===== config.mk =====
export PLATFORM = sky130hd
export DESIGN_NAME = lssel_top
export DESIGN_NICKNAME = d
export VERILOG_FILES = /design/src/verilog/lssel_pkg.sv /design/src/verilog/lssel_top.sv
export SDC_FILE = /design/constraint.sdc
export NUM_CORES = 1
export LEC_CHECK = 0
export ABC_AREA = 1
export BUFFER_PORTS_ARGS = -buffer_cell sky130_fd_sc_hd__buf_4
export CAP_MARGIN = 5
export CELL_PAD_IN_SITES_DETAIL_PLACEMENT = 1
export CELL_PAD_IN_SITES_GLOBAL_PLACEMENT = 1
export CORE_MARGIN = 2
export CORE_UTILIZATION = 29
export CTS_BUF_LIST = sky130_fd_sc_hd__clkbuf_4 sky130_fd_sc_hd__clkbuf_8
export DETAILED_ROUTE_END_ITERATION = 12
export PLACE_DENSITY_LB_ADDON = 0.1
export SYNTH_ARGS = -nofsm -noshare
export SYNTH_HDL_FRONTEND = slang
export SYNTH_SLANG_ARGS = --single-unit

===== constraint.sdc =====
create_clock -name I_CLOCK -period 2.9 [get_ports I_CLOCK]
set_clock_uncertainty 0.1 [all_clocks]
set_input_delay 0 -clock I_CLOCK [delete_from_list [all_inputs] [get_ports I_CLOCK]]
set_output_delay 0 -clock I_CLOCK [all_outputs]
set_load 0.005 [all_outputs]

===== src/verilog/lssel_pkg.sv =====
// Package with register map, field positions and reset values of the sync input select block.
package lssel_pkg;
	// ****************************************
	// Register offsets (byte addresses)
	// ****************************************
	localparam logic [3:0] LSSEL_CTRL_ADDR = 4'h0;
	localparam logic [3:0] LSSEL_STAT_ADDR = 4'h4;
	// ****************************************
	// Control field positions
	// ****************************************
	localparam int LSSEL_SYNC_SEL_BIT = 0;
	localparam int LSSEL_MARK_EN_BIT = 1;
	localparam int LSSEL_RECV_EN_BIT = 2;
	localparam int LSSEL_MODE_BIT = 3;
	localparam int LSSEL_REF_DC_BIT = 4;
	localparam int LSSEL_MARK_DC_BIT = 5;
	localparam int LSSEL_CTRL_W = 6;
	localparam logic [5:0] LSSEL_CTRL_RST = 6'h00;
	// ****************************************
	// Status field positions
	// ****************************************
	localparam int LSSEL_ST_SYNC_BIT = 0;
	localparam int LSSEL_ST_CGS_BIT = 1;
	localparam int LSSEL_ST_ILAS_BIT = 2;
	localparam int LSSEL_ST_DATA_BIT = 3;
	localparam int LSSEL_ST_REFSEEN_BIT = 4;
	localparam logic [31:0] LSSEL_RD_ZERO = 32'h00000000;
	// Link initialization states.
	typedef enum logic [1:0] {LSSEL_IDLE, LSSEL_CGS, LSSEL_ILAS, LSSEL_DATA} lssel_state_t;
endpackage


===== src/verilog/lssel_top.sv =====
// Sync source select, link initialization control and Wishbone registers.
//
// The address map and the Wishbone register port are this design's own decisions.
`timescale 1ns/1ns
`default_nettype none
module lssel_top (
	// Clock and reset.
	input wire logic I_CLOCK,
	input wire logic I_SYS_RST,
	// Wishbone slave.
	input wire logic I_WB_CYC,
	input wire logic I_WB_STB,
	input wire logic I_WB_WE,
	input wire logic [3:0] I_WB_ADR,
	input wire logic [3:0] I_WB_SEL,
	input wire logic [31:0] I_WB_DAT,
	output logic [31:0] O_WB_DAT,
	output logic O_WB_ACK,
	// Link pins.
	input wire logic I_SYNC_SINGLE_ENDED_N,
	input wire logic I_DIFF_MARK_PAIR,
	input wire logic I_SYSREF,
	input wire logic I_CGS_DONE,
	// Link control outputs.
	output logic O_CGS_START,
	output logic O_ILAS_START,
	output logic O_SAMPLE_MARK,
	output logic O_SYNC_TRIGGER,
	output logic O_REF_EVENT,
	output logic O_REF_DC_COUPLING,
	output logic O_MARK_DC_COUPLING
);
	// ****************************************
	// Registers
	// ****************************************
	logic [5:0] ctrl, next_ctrl;
	logic [31:0] rdat, next_rdat;
	logic ack, next_ack;
	logic sync_q, next_sync_q;
	logic sref_q, next_sref_q;
	logic ref_seen, next_ref_seen;
	logic cgs_p, next_cgs_p, ilas_p, next_ilas_p;
	logic mark, next_mark, trig, next_trig, refev, next_refev;
	lssel_pkg::lssel_state_t st, next_st;
	logic pair_n, sync_n, mode_64, req;
	logic sel_pair, mark_en, rx_en;

	// Control bits by name, so the paths below read as the rules do.
	assign sel_pair = ctrl[lssel_pkg::LSSEL_SYNC_SEL_BIT];
	assign mark_en = ctrl[lssel_pkg::LSSEL_MARK_EN_BIT];
	assign rx_en = ctrl[lssel_pkg::LSSEL_RECV_EN_BIT];
	// Pair gated by receiver enable; disabled pair reads deasserted high.
	// Forcing high rather than passing the unused pin keeps a disabled
	// receiver from ever starting a link reset or marking a sample.
	assign pair_n = rx_en ? I_DIFF_MARK_PAIR : 1'b1;
	// Source select; low level is the asserted request for either source.
	assign sync_n = sel_pair ? pair_n : I_SYNC_SINGLE_ENDED_N;
	assign mode_64 = ctrl[lssel_pkg::LSSEL_MODE_BIT];
	assign req = I_WB_CYC & I_WB_STB & ~ack;

	// ****************************************
	// Bus decode
	// ****************************************
	// A read of one register; used by the sticky clear and the checks.
	function automatic logic rd_hit(input logic r, input logic w,
		input logic [3:0] a, input logic [3:0] want);
		return r && !w && a == want;
	endfunction
	// A write of one register; a write elsewhere leaves control alone.
	function automatic logic wr_hit(input logic r, input logic w,
		input logic [3:0] a, input logic [3:0] want);
		return r && w && a == want;
	endfunction

	// Bus access, link state and output pulses. Answers one cycle after request.
	always_comb begin
		next_ctrl = ctrl;
		next_ack = req;
		next_rdat = rdat;
		if (wr_hit(req, I_WB_WE, I_WB_ADR, lssel_pkg::LSSEL_CTRL_ADDR)
			&& I_WB_SEL[0]) begin
			next_ctrl = I_WB_DAT[5:0];
		end
		if (req && !I_WB_WE) begin
			next_rdat = lssel_pkg::LSSEL_RD_ZERO;
			if (I_WB_ADR == lssel_pkg::LSSEL_CTRL_ADDR) begin
				next_rdat[5:0] = ctrl;
			end else if (I_WB_ADR == lssel_pkg::LSSEL_STAT_ADDR) begin
				next_rdat[lssel_pkg::LSSEL_ST_SYNC_BIT] = sync_q;
				next_rdat[lssel_pkg::LSSEL_ST_CGS_BIT] = (st == lssel_pkg::LSSEL_CGS);
				next_rdat[lssel_pkg::LSSEL_ST_ILAS_BIT] = (st == lssel_pkg::LSSEL_ILAS);
				next_rdat[lssel_pkg::LSSEL_ST_DATA_BIT] = (st == lssel_pkg::LSSEL_DATA);
				next_rdat[lssel_pkg::LSSEL_ST_REFSEEN_BIT] = ref_seen;
			end
		end
		next_sync_q = sync_n;
		next_sref_q = I_SYSREF;
		// A read of status clears ref_seen, but a new edge wins.
		next_ref_seen = ref_seen;
		if (rd_hit(req, I_WB_WE, I_WB_ADR, lssel_pkg::LSSEL_STAT_ADDR)) begin
			next_ref_seen = 1'b0;
		end
		next_refev = I_SYSREF & ~sref_q;
		if (next_refev) begin
			next_ref_seen = 1'b1;
		end
		next_mark = ctrl[lssel_pkg::LSSEL_MARK_EN_BIT] & ~pair_n;
		next_trig = sync_q & ~sync_n;
		next_cgs_p = 1'b0;
		next_ilas_p = 1'b0;
		next_st = st;
		case (st)
			lssel_pkg::LSSEL_IDLE: begin
				if (!mode_64 && !sync_n) begin
					next_st = lssel_pkg::LSSEL_CGS;
					next_cgs_p = 1'b1;
				end
			end
			lssel_pkg::LSSEL_CGS: begin
				if (sync_n && I_CGS_DONE) begin
					next_st = lssel_pkg::LSSEL_ILAS;
					next_ilas_p = 1'b1;
				end
			end
			lssel_pkg::LSSEL_ILAS: begin
				next_st = lssel_pkg::LSSEL_DATA;
			end
			lssel_pkg::LSSEL_DATA: begin
				if (!sync_n) begin
					next_st = lssel_pkg::LSSEL_CGS;
					next_cgs_p = 1'b1;
				end
			end
			default: next_st = lssel_pkg::LSSEL_IDLE;
		endcase
		if (mode_64) begin
			next_st = lssel_pkg::LSSEL_IDLE;
			next_cgs_p = 1'b0;
			next_ilas_p = 1'b0;
		end
	end

	// Register stage.
	// Every output is taken from a flip-flop, so the receiver logic and
	// the bus never see a glitch from the select or the state decode.
	always_ff @(posedge I_CLOCK) begin
		if (I_SYS_RST) begin
			ctrl <= lssel_pkg::LSSEL_CTRL_RST;
			rdat <= lssel_pkg::LSSEL_RD_ZERO;
			ack <= 1'b0;
			sync_q <= 1'b1;
			sref_q <= 1'b0;
			ref_seen <= 1'b0;
			cgs_p <= 1'b0;
			ilas_p <= 1'b0;
			mark <= 1'b0;
			trig <= 1'b0;
			refev <= 1'b0;
			st <= lssel_pkg::LSSEL_IDLE;
		end else begin
			ctrl <= next_ctrl;
			rdat <= next_rdat;
			ack <= next_ack;
			sync_q <= next_sync_q;
			sref_q <= next_sref_q;
			ref_seen <= next_ref_seen;
			cgs_p <= next_cgs_p;
			ilas_p <= next_ilas_p;
			mark <= next_mark;
			trig <= next_trig;
			refev <= next_refev;
			st <= next_st;
		end
	end

	assign O_WB_ACK = ack;
	assign O_WB_DAT = rdat;
	assign O_CGS_START = cgs_p;
	assign O_ILAS_START = ilas_p;
	assign O_SAMPLE_MARK = mark;
	assign O_SYNC_TRIGGER = trig;
	assign O_REF_EVENT = refev;
	assign O_REF_DC_COUPLING = ctrl[lssel_pkg::LSSEL_REF_DC_BIT];
	assign O_MARK_DC_COUPLING = ctrl[lssel_pkg::LSSEL_MARK_DC_BIT];

	// ****************************************
	// Assertions
	// ****************************************
	sel_single_a: assert property (@(posedge I_CLOCK) disable iff (I_SYS_RST)
		!ctrl[0] |-> ##1 (sync_q == $past(I_SYNC_SINGLE_ENDED_N)))
		else $error("single-ended sync not selected");
	sel_pair_a: assert property (@(posedge I_CLOCK) disable iff (I_SYS_RST)
		(ctrl[0] && ctrl[2]) |-> ##1 (sync_q == $past(I_DIFF_MARK_PAIR)))
		else $error("pair sync not selected");
	no_init_64_a: assert property (@(posedge I_CLOCK) disable iff (I_SYS_RST)
		mode_64 |-> ##1 (!cgs_p && !ilas_p))
		else $error("link init in 64b mode");
	cgs_start_a: assert property (@(posedge I_CLOCK) disable iff (I_SYS_RST)
		(st == lssel_pkg::LSSEL_IDLE && !mode_64 && !sync_n) |=> cgs_p)
		else $error("cgs not started");
	ilas_high_a: assert property (@(posedge I_CLOCK) disable iff (I_SYS_RST)
		ilas_p |-> $past(sync_n))
		else $error("ilas without sync high");
	low_active_a: assert property (@(posedge I_CLOCK) disable iff (I_SYS_RST)
		(ctrl[0] && ctrl[2] && !I_DIFF_MARK_PAIR) |-> !sync_n)
		else $error("pair low not asserted");
	mark_pair_a: assert property (@(posedge I_CLOCK) disable iff (I_SYS_RST)
		(ctrl[1] && ctrl[2] && !I_DIFF_MARK_PAIR) |=> mark)
		else $error("mark missing");
	rx_off_a: assert property (@(posedge I_CLOCK) disable iff (I_SYS_RST)
		!ctrl[2] |=> !mark)
		else $error("mark with receiver off");
	ref_edge_a: assert property (@(posedge I_CLOCK) disable iff (I_SYS_RST)
		$rose(I_SYSREF) |=> refev)
		else $error("ref event missing");
	ref_only_a: assert property (@(posedge I_CLOCK) disable iff (I_SYS_RST)
		refev |-> $past(I_SYSREF))
		else $error("ref event without reference");
	refseen_set_a: assert property (@(posedge I_CLOCK) disable iff (I_SYS_RST)
		refev |-> ref_seen)
		else $error("ref seen flag not set");
	refseen_clr_a: assert property (@(posedge I_CLOCK) disable iff (I_SYS_RST)
		(rd_hit(req, I_WB_WE, I_WB_ADR, lssel_pkg::LSSEL_STAT_ADDR)
		&& !(I_SYSREF && !sref_q)) |=> !ref_seen)
		else $error("ref seen flag not cleared");
	// Bus answer and register contents.
	ack_answer_a: assert property (@(posedge I_CLOCK) disable iff (I_SYS_RST)
		req |=> ack)
		else $error("bus request not answered");
	ack_pulse_a: assert property (@(posedge I_CLOCK) disable iff (I_SYS_RST)
		ack |=> !ack)
		else $error("ack longer than one cycle");
	ctrl_write_a: assert property (@(posedge I_CLOCK) disable iff (I_SYS_RST)
		(wr_hit(req, I_WB_WE, I_WB_ADR, lssel_pkg::LSSEL_CTRL_ADDR)
		&& I_WB_SEL[0]) |=> ctrl == $past(I_WB_DAT[5:0]))
		else $error("control write lost");
	ctrl_hold_a: assert property (@(posedge I_CLOCK) disable iff (I_SYS_RST)
		!(wr_hit(req, I_WB_WE, I_WB_ADR, lssel_pkg::LSSEL_CTRL_ADDR)
		&& I_WB_SEL[0]) |=> ctrl == $past(ctrl))
		else $error("control changed without write");
	rd_ctrl_a: assert property (@(posedge I_CLOCK) disable iff (I_SYS_RST)
		rd_hit(req, I_WB_WE, I_WB_ADR, lssel_pkg::LSSEL_CTRL_ADDR)
		|=> rdat == {26'h0, $past(ctrl)})
		else $error("control read wrong");
	rd_stat_a: assert property (@(posedge I_CLOCK) disable iff (I_SYS_RST)
		rd_hit(req, I_WB_WE, I_WB_ADR, lssel_pkg::LSSEL_STAT_ADDR)
		|=> (rdat[0] == $past(sync_q) && rdat[31:5] == 27'h0))
		else $error("status read wrong");
	rd_hold_a: assert property (@(posedge I_CLOCK) disable iff (I_SYS_RST)
		!(req && !I_WB_WE) |=> rdat == $past(rdat))
		else $error("read data changed without read");
	// Link initialization sequence.
	cgs_in_state_a: assert property (@(posedge I_CLOCK) disable iff (I_SYS_RST)
		cgs_p |-> st == lssel_pkg::LSSEL_CGS)
		else $error("cgs pulse outside cgs");
	cgs_again_a: assert property (@(posedge I_CLOCK) disable iff (I_SYS_RST)
		(st == lssel_pkg::LSSEL_DATA && !mode_64 && !sync_n) |=> cgs_p)
		else $error("cgs not restarted");
	cgs_hold_a: assert property (@(posedge I_CLOCK) disable iff (I_SYS_RST)
		(st == lssel_pkg::LSSEL_CGS && !mode_64 && !(sync_n && I_CGS_DONE))
		|=> st == lssel_pkg::LSSEL_CGS)
		else $error("cgs left while sync low");
	ilas_in_state_a: assert property (@(posedge I_CLOCK) disable iff (I_SYS_RST)
		ilas_p |-> st == lssel_pkg::LSSEL_ILAS)
		else $error("ilas pulse outside ilas");
	ilas_after_a: assert property (@(posedge I_CLOCK) disable iff (I_SYS_RST)
		ilas_p |-> $past(st) == lssel_pkg::LSSEL_CGS)
		else $error("ilas without cgs");
	ilas_one_a: assert property (@(posedge I_CLOCK) disable iff (I_SYS_RST)
		ilas_p |=> !ilas_p)
		else $error("ilas pulse too long");
	ilas_data_a: assert property (@(posedge I_CLOCK) disable iff (I_SYS_RST)
		(st == lssel_pkg::LSSEL_ILAS && !mode_64)
		|=> st == lssel_pkg::LSSEL_DATA)
		else $error("data state not entered");
	pulse_excl_a: assert property (@(posedge I_CLOCK) disable iff (I_SYS_RST)
		!(cgs_p && ilas_p))
		else $error("cgs and ilas together");
	idle_64_a: assert property (@(posedge I_CLOCK) disable iff (I_SYS_RST)
		mode_64 |=> st == lssel_pkg::LSSEL_IDLE)
		else $error("link state in 64b mode");
	// Sync path and trigger.
	trig_fall_a: assert property (@(posedge I_CLOCK) disable iff (I_SYS_RST)
		(sync_q && !sync_n) |=> trig)
		else $error("trigger missing");
	trig_only_a: assert property (@(posedge I_CLOCK) disable iff (I_SYS_RST)
		trig |-> ($past(sync_q) && !$past(sync_n)))
		else $error("trigger without falling sync");
	single_path_a: assert property (@(posedge I_CLOCK) disable iff (I_SYS_RST)
		!sel_pair |-> sync_n == I_SYNC_SINGLE_ENDED_N)
		else $error("single-ended path wrong");
	pair_off_a: assert property (@(posedge I_CLOCK) disable iff (I_SYS_RST)
		(sel_pair && !rx_en) |-> sync_n)
		else $error("sync from disabled pair");
	// Sample mark.
	mark_off_a: assert property (@(posedge I_CLOCK) disable iff (I_SYS_RST)
		!mark_en |=> !mark)
		else $error("mark while disabled");
	mark_only_a: assert property (@(posedge I_CLOCK) disable iff (I_SYS_RST)
		mark |-> $past(rx_en && mark_en && !I_DIFF_MARK_PAIR))
		else $error("mark without low pair");
	both_roles_a: assert property (@(posedge I_CLOCK) disable iff (I_SYS_RST)
		(sel_pair && rx_en && mark_en && !I_DIFF_MARK_PAIR)
		|=> (mark && !sync_q))
		else $error("pair not serving both roles");
endmodule
`default_nettype wire


# [Word level (Yosys, flattened, before mapping)]
# Cells that the tools add are included.
# W data, S select, Z words.
[classes] eq_ne=7 muxes=15 bitwise_logic=10 n_reduce_logical=16
[ops] cell="$mux W5" count=2
[ops] cell="$mux W1" count=8
[ops] cell="$pmux W2 S4" count=1
[ops] cell="$logic_and A1 B1 Y1" count=7
[ops] cell="$mux W2" count=3
[ops] cell="$and A1 B1 Y1" count=5
[ops] cell="$not A1 Y1" count=5
[ops] cell="$eq A2 B2 Y1 const B" count=2
[ops] cell="$eq A4 B3 Y1 const B" count=1
[ops] cell="$logic_not A4 Y1" count=1
[ops] cell="$ne A2 B2 Y1 const B" count=2
[ops] cell="$logic_not A1 Y1" count=3
[ops] cell="$reduce_and A3 Y1" count=1
[ops] cell="$reduce_or A3 Y1" count=1
[ops] cell="$eq A2 B1 Y1 const B" count=1
[ops] cell="$logic_not A2 Y1" count=1
[ops] cell="$ne A2 B1 Y1 const B" count=1
[ops] cell="$pmux W1 S2" count=1
[ops] cell="$reduce_bool A2 Y1" count=1
[ops] cell="$reduce_or A2 Y1" count=1
[word_totals] ff_bits=23 inputBits=49 wordCells=60

# [Logic depth before layout (Yosys ltp)]
[depth] depth_word=6 ltp_mapped=10 mapped_depth_nobuf=10

# [Worst setup path after synthesis]
# No wires, ideal clock.
[synth_timing] path_type="reg-to-reg" startpoint="reg st[0]" endpoint="reg st[0]" setup_time_ns=0.115 arrival_ns=1.055 required_time_ns=2.685 slack_ns=1.630 path_stages_with_launch=11 period_less_slack_ns=1.270 path_cell_list="dfxtp_1 inv_1 ha_1 inv_1 nand2_1 nand3_1 nand2_1 inv_1 nand3_1 nand2_1 nor2_1"
[synth_between] elab_chain_len=3 word_cells_on_any_way=9
[synth_lines] element="from (decl)" line_no="lssel_top.sv:44" text="lssel_pkg::lssel_state_t st, next_st;"
[synth_lines] element="from (signal assigned)" line_no="lssel_top.sv:159" text="st <= lssel_pkg::LSSEL_IDLE;"
[synth_lines] element="from (signal assigned)" line_no="lssel_top.sv:172" text="st <= next_st;"
[synth_lines] element="$eq A2 B1 Y1, or another cell as far along" line_no="lssel_top.sv:112" text="case (st)"
[synth_lines] element="$ne A2 B1 Y1 (no line) or $ne A2 B2 Y1 (tied branches)"
[synth_lines] element="$reduce_and A3 Y1 (no line)"
# Several ways; a longest one is shown, not always the timed one.
# A chain may end at the register's enable or synchronous reset.

# [Worst setup path in the final report]
# Ends and elaborated chain as after synthesis.

==> run metrics <==
switching share of power=30.7%; GR Util All Layers=12.8%; worst min path class=in2reg; power density over cell area=476 nW/um2; max incr delay on CP=0.39 ns; Syn Std Cell Area=1220 um2; worst path bufs/invs=3; NetSw=0.237 mW; first-pass GRT wire length=4490 um; Final setup viols=0; vias in the first global route=1018; Top delay family on crit path=simple AND/OR/NAND/NOR gates; clk root buf=clkbuf_8; Final Slew Violations=0; clk sink count=23; Synth area leaders=dfxtp_1, buf_4, inv_1; Tmin final=1.45 ns; worst hold margin=0.0219 ns; cell accounting for the most synthesized area=dfxtp_1; detailed placer's ending HPWL=2320 um; Synth top area share=37.7%; Initial Utilization=30.3%; Pleak=0.796 nW; # H-tree levels=1; number of vias per cell=4.10; Synth cell types=22; DR pass1 iterations=3; critical path class=reg2reg; post-cts resize count=0; die width=68.9 um; Slowest-stage cell, CP=dfxtp_1; largest net degree at the start of global routing=15; WL final=2940 um; Core Util, Final=40.3%; post-synthesis average cell area=7.58 um2; CP endpoint kind=flip-flop; setup TNS=0 ns; DRT iter0 DRCs=12; initial antenna violation count=0; Worst R2R Setup Slack=1.45 ns; Clk pwr share=27.4%; P&R area growth vs syn=33.1%; GPL Wtd Cong=0.764; grt total ovfl=0; part of the power in combinational logic=26.7%; status=finished clean; clock slew at reported path FFs=0.08 ns; wire length per cell=11.3 um; max cap viols=0; clk buf depth=2; n_diodes=0; Fin. Hold Viols=0; TritonCTS buffer count=3; start of the worst register-to-register path=st[0]$_SDFFE_PP0P_; RSZ-0062 raised after global routing=no; DRT antenna net count=0; CP cell instances=inv_1, ha_1, inv_1, nand2_1, nand3_1, nand2_1, inv_1, nand3_1, nand2_1, nor2_1; CP startpoint kind=flip-flop; fmax=0.691 GHz; CTS tree=yes; DRC viols=0; Critical Path Source=st[0]$_SDFFE_PP0P_; HP Start=I_SYNC_SINGLE_ENDED_N; sequential share of power=45.8%; CP Max Fanout=4; Die Ht=68.9 um; later-pin clock latency in the skew report=0.26 ns; site row count=23; Via Count=1069; crit path DAT=1.51 ns; IO Pins=89; Worst EP required=2.96 ns; layout cells sized above 1=21.8%; die area=4740 um2; Max rail drop VDD=0.000228 V; Cells after Synth=161; FF+latch count, synth=23; Int Pwr=0.536 mW; Tcrit/Tclk final=49.9%; Seq/Total Area, Yosys=37.7%; IO Port Bufs=33; YS warnings=0; Layout Nets=265; Core Area=4030 um2
[tightest hold or removal path: cells and delay by family]
kind	cells	cell delay [ns]
buf+inv	2	0.10
simple gates	3	0.24
[synthesized netlist by cell type]
cell type and instances:
nand4_2 1, nand2_2 1, nand2_4 1, a21oi_2 1
inv_1 21, nand3_2 1, buf_4 26, dfxtp_1 23
a21oi_1 8, nand2_1 21, or2_2 1, nor2_1 19
ha_1 4, o21ai_0 12, nor2_4 2, conb_1 1
clkinv_4 1, nand4_1 5, o211ai_1 1, nor4_1 2
nand3_1 8, clkbuf_1 1
[kinds of logic (layout without fill, tap and decap cells)]
family | count (synthesis) | after routing | share of synthesized area, %
AOI/OAI and AO/OA | 22 | 22 | 9.54
adders and majority gates | 4 | 4 | 4.10
buffers and inverters | 49 | 74 | 23.5
DFF | 23 | 23 | 37.7
other | 1 | 26 | 0.307
and+or+nand+nor | 62 | 62 | 24.8
[placed cells by master (no fill, tap or decap)]
master         synthesis  layout
o21ai_0               12      12
conb_1                 1      26
or2_2                  1       1
nand4_1                5       5
nand3_1                8       8
nor2_4                 2       2
nand2_2                1       1
inv_1                 21      21
clkinv_4               1       1
clkbuf_4               0       1
nand2_1               21      21
nand3_2                1       1
buf_4                 26      33
nand2_4                1       1
a21oi_2                1       1
nand4_2                1       1
dfxtp_1               23      23
ha_1                   4       4
nor4_1                 2       2
o211ai_1               1       1
a21oi_1                8       8
nor2_1                19      19
clkbuf_8               0       3
dlygate4sd3_1          0      15
[cell type report]
cell class	instances	area [um2]
Sequential cell	23	460
Fill cell	530	2400
Inverter	22	87.6
Clock buffer	4	48.8
Timing Repair Buffer	48	398
Multi-Input combinational cell	114	567
Tap cell	50	62.6
[repair_timing]
item	CTS	global route
buffers inserted	0	0
hold buffers	15	0
endpoints found under the hold margin	18	0
[path summary, 6_finish.rpt]
| kind | to | cells past startpoint |
|---|---|---|
| max reg2reg | st[0]$_SDFFE_PP0P_ | 10 |
| min | sync_q$_SDFF_PP1_ | 5 |
| max | st[0]$_SDFFE_PP0P_ | 10 |
| min reg2reg | O_SYNC_TRIGGER$_SDFF_PP0_ | 2 |
[sequential cells by signal, indices dropped and copies added, names as in the netlist]
| name | flops |
|---|---|
| O_CGS_START | 1 |
| O_WB_DAT | 6 |
| ref_seen | 1 |
| sync_q | 1 |
| O_SAMPLE_MARK | 1 |
| O_SYNC_TRIGGER | 1 |
| ctrl | 6 |
| sref_q | 1 |
| O_REF_EVENT | 1 |
| O_WB_ACK | 1 |
| O_ILAS_START | 1 |
| st | 2 |
[power by group through the flow]
stage          registers [mW]  logic (mW)  clock network [mW]
6_report                0.354       0.207               0.212
5_1_grt                 0.356       0.243               0.233
4_1_cts                 0.355       0.209               0.222
3_5_place_dp            0.362       0.193                   0
3_3_place_gp            0.361       0.181                   0
2_1_floorplan           0.359       0.150                   0
[through the flow]
stage,total power [mW],worst slack (ns),cell area [um2],instances
2_1_floorplan,0.509,1.63,1310,186
3_3_place_gp,0.542,1.53,1430,242
3_5_place_dp,0.556,1.45,1430,242
4_1_cts,0.786,1.43,1620,261
5_1_grt,0.833,1.29,1620,261
6_report,0.773,1.45,1620,261
[metal layers]
metal	wire length (um)	part of all wire (%)	track usage (%)
met1	1250	42	15.6
met2	1530	52	23.2
met3	143	4.9	2.44
met4	19	0.65	2.94
met5	0	0	0
Power figures use the tool's default switching activity.
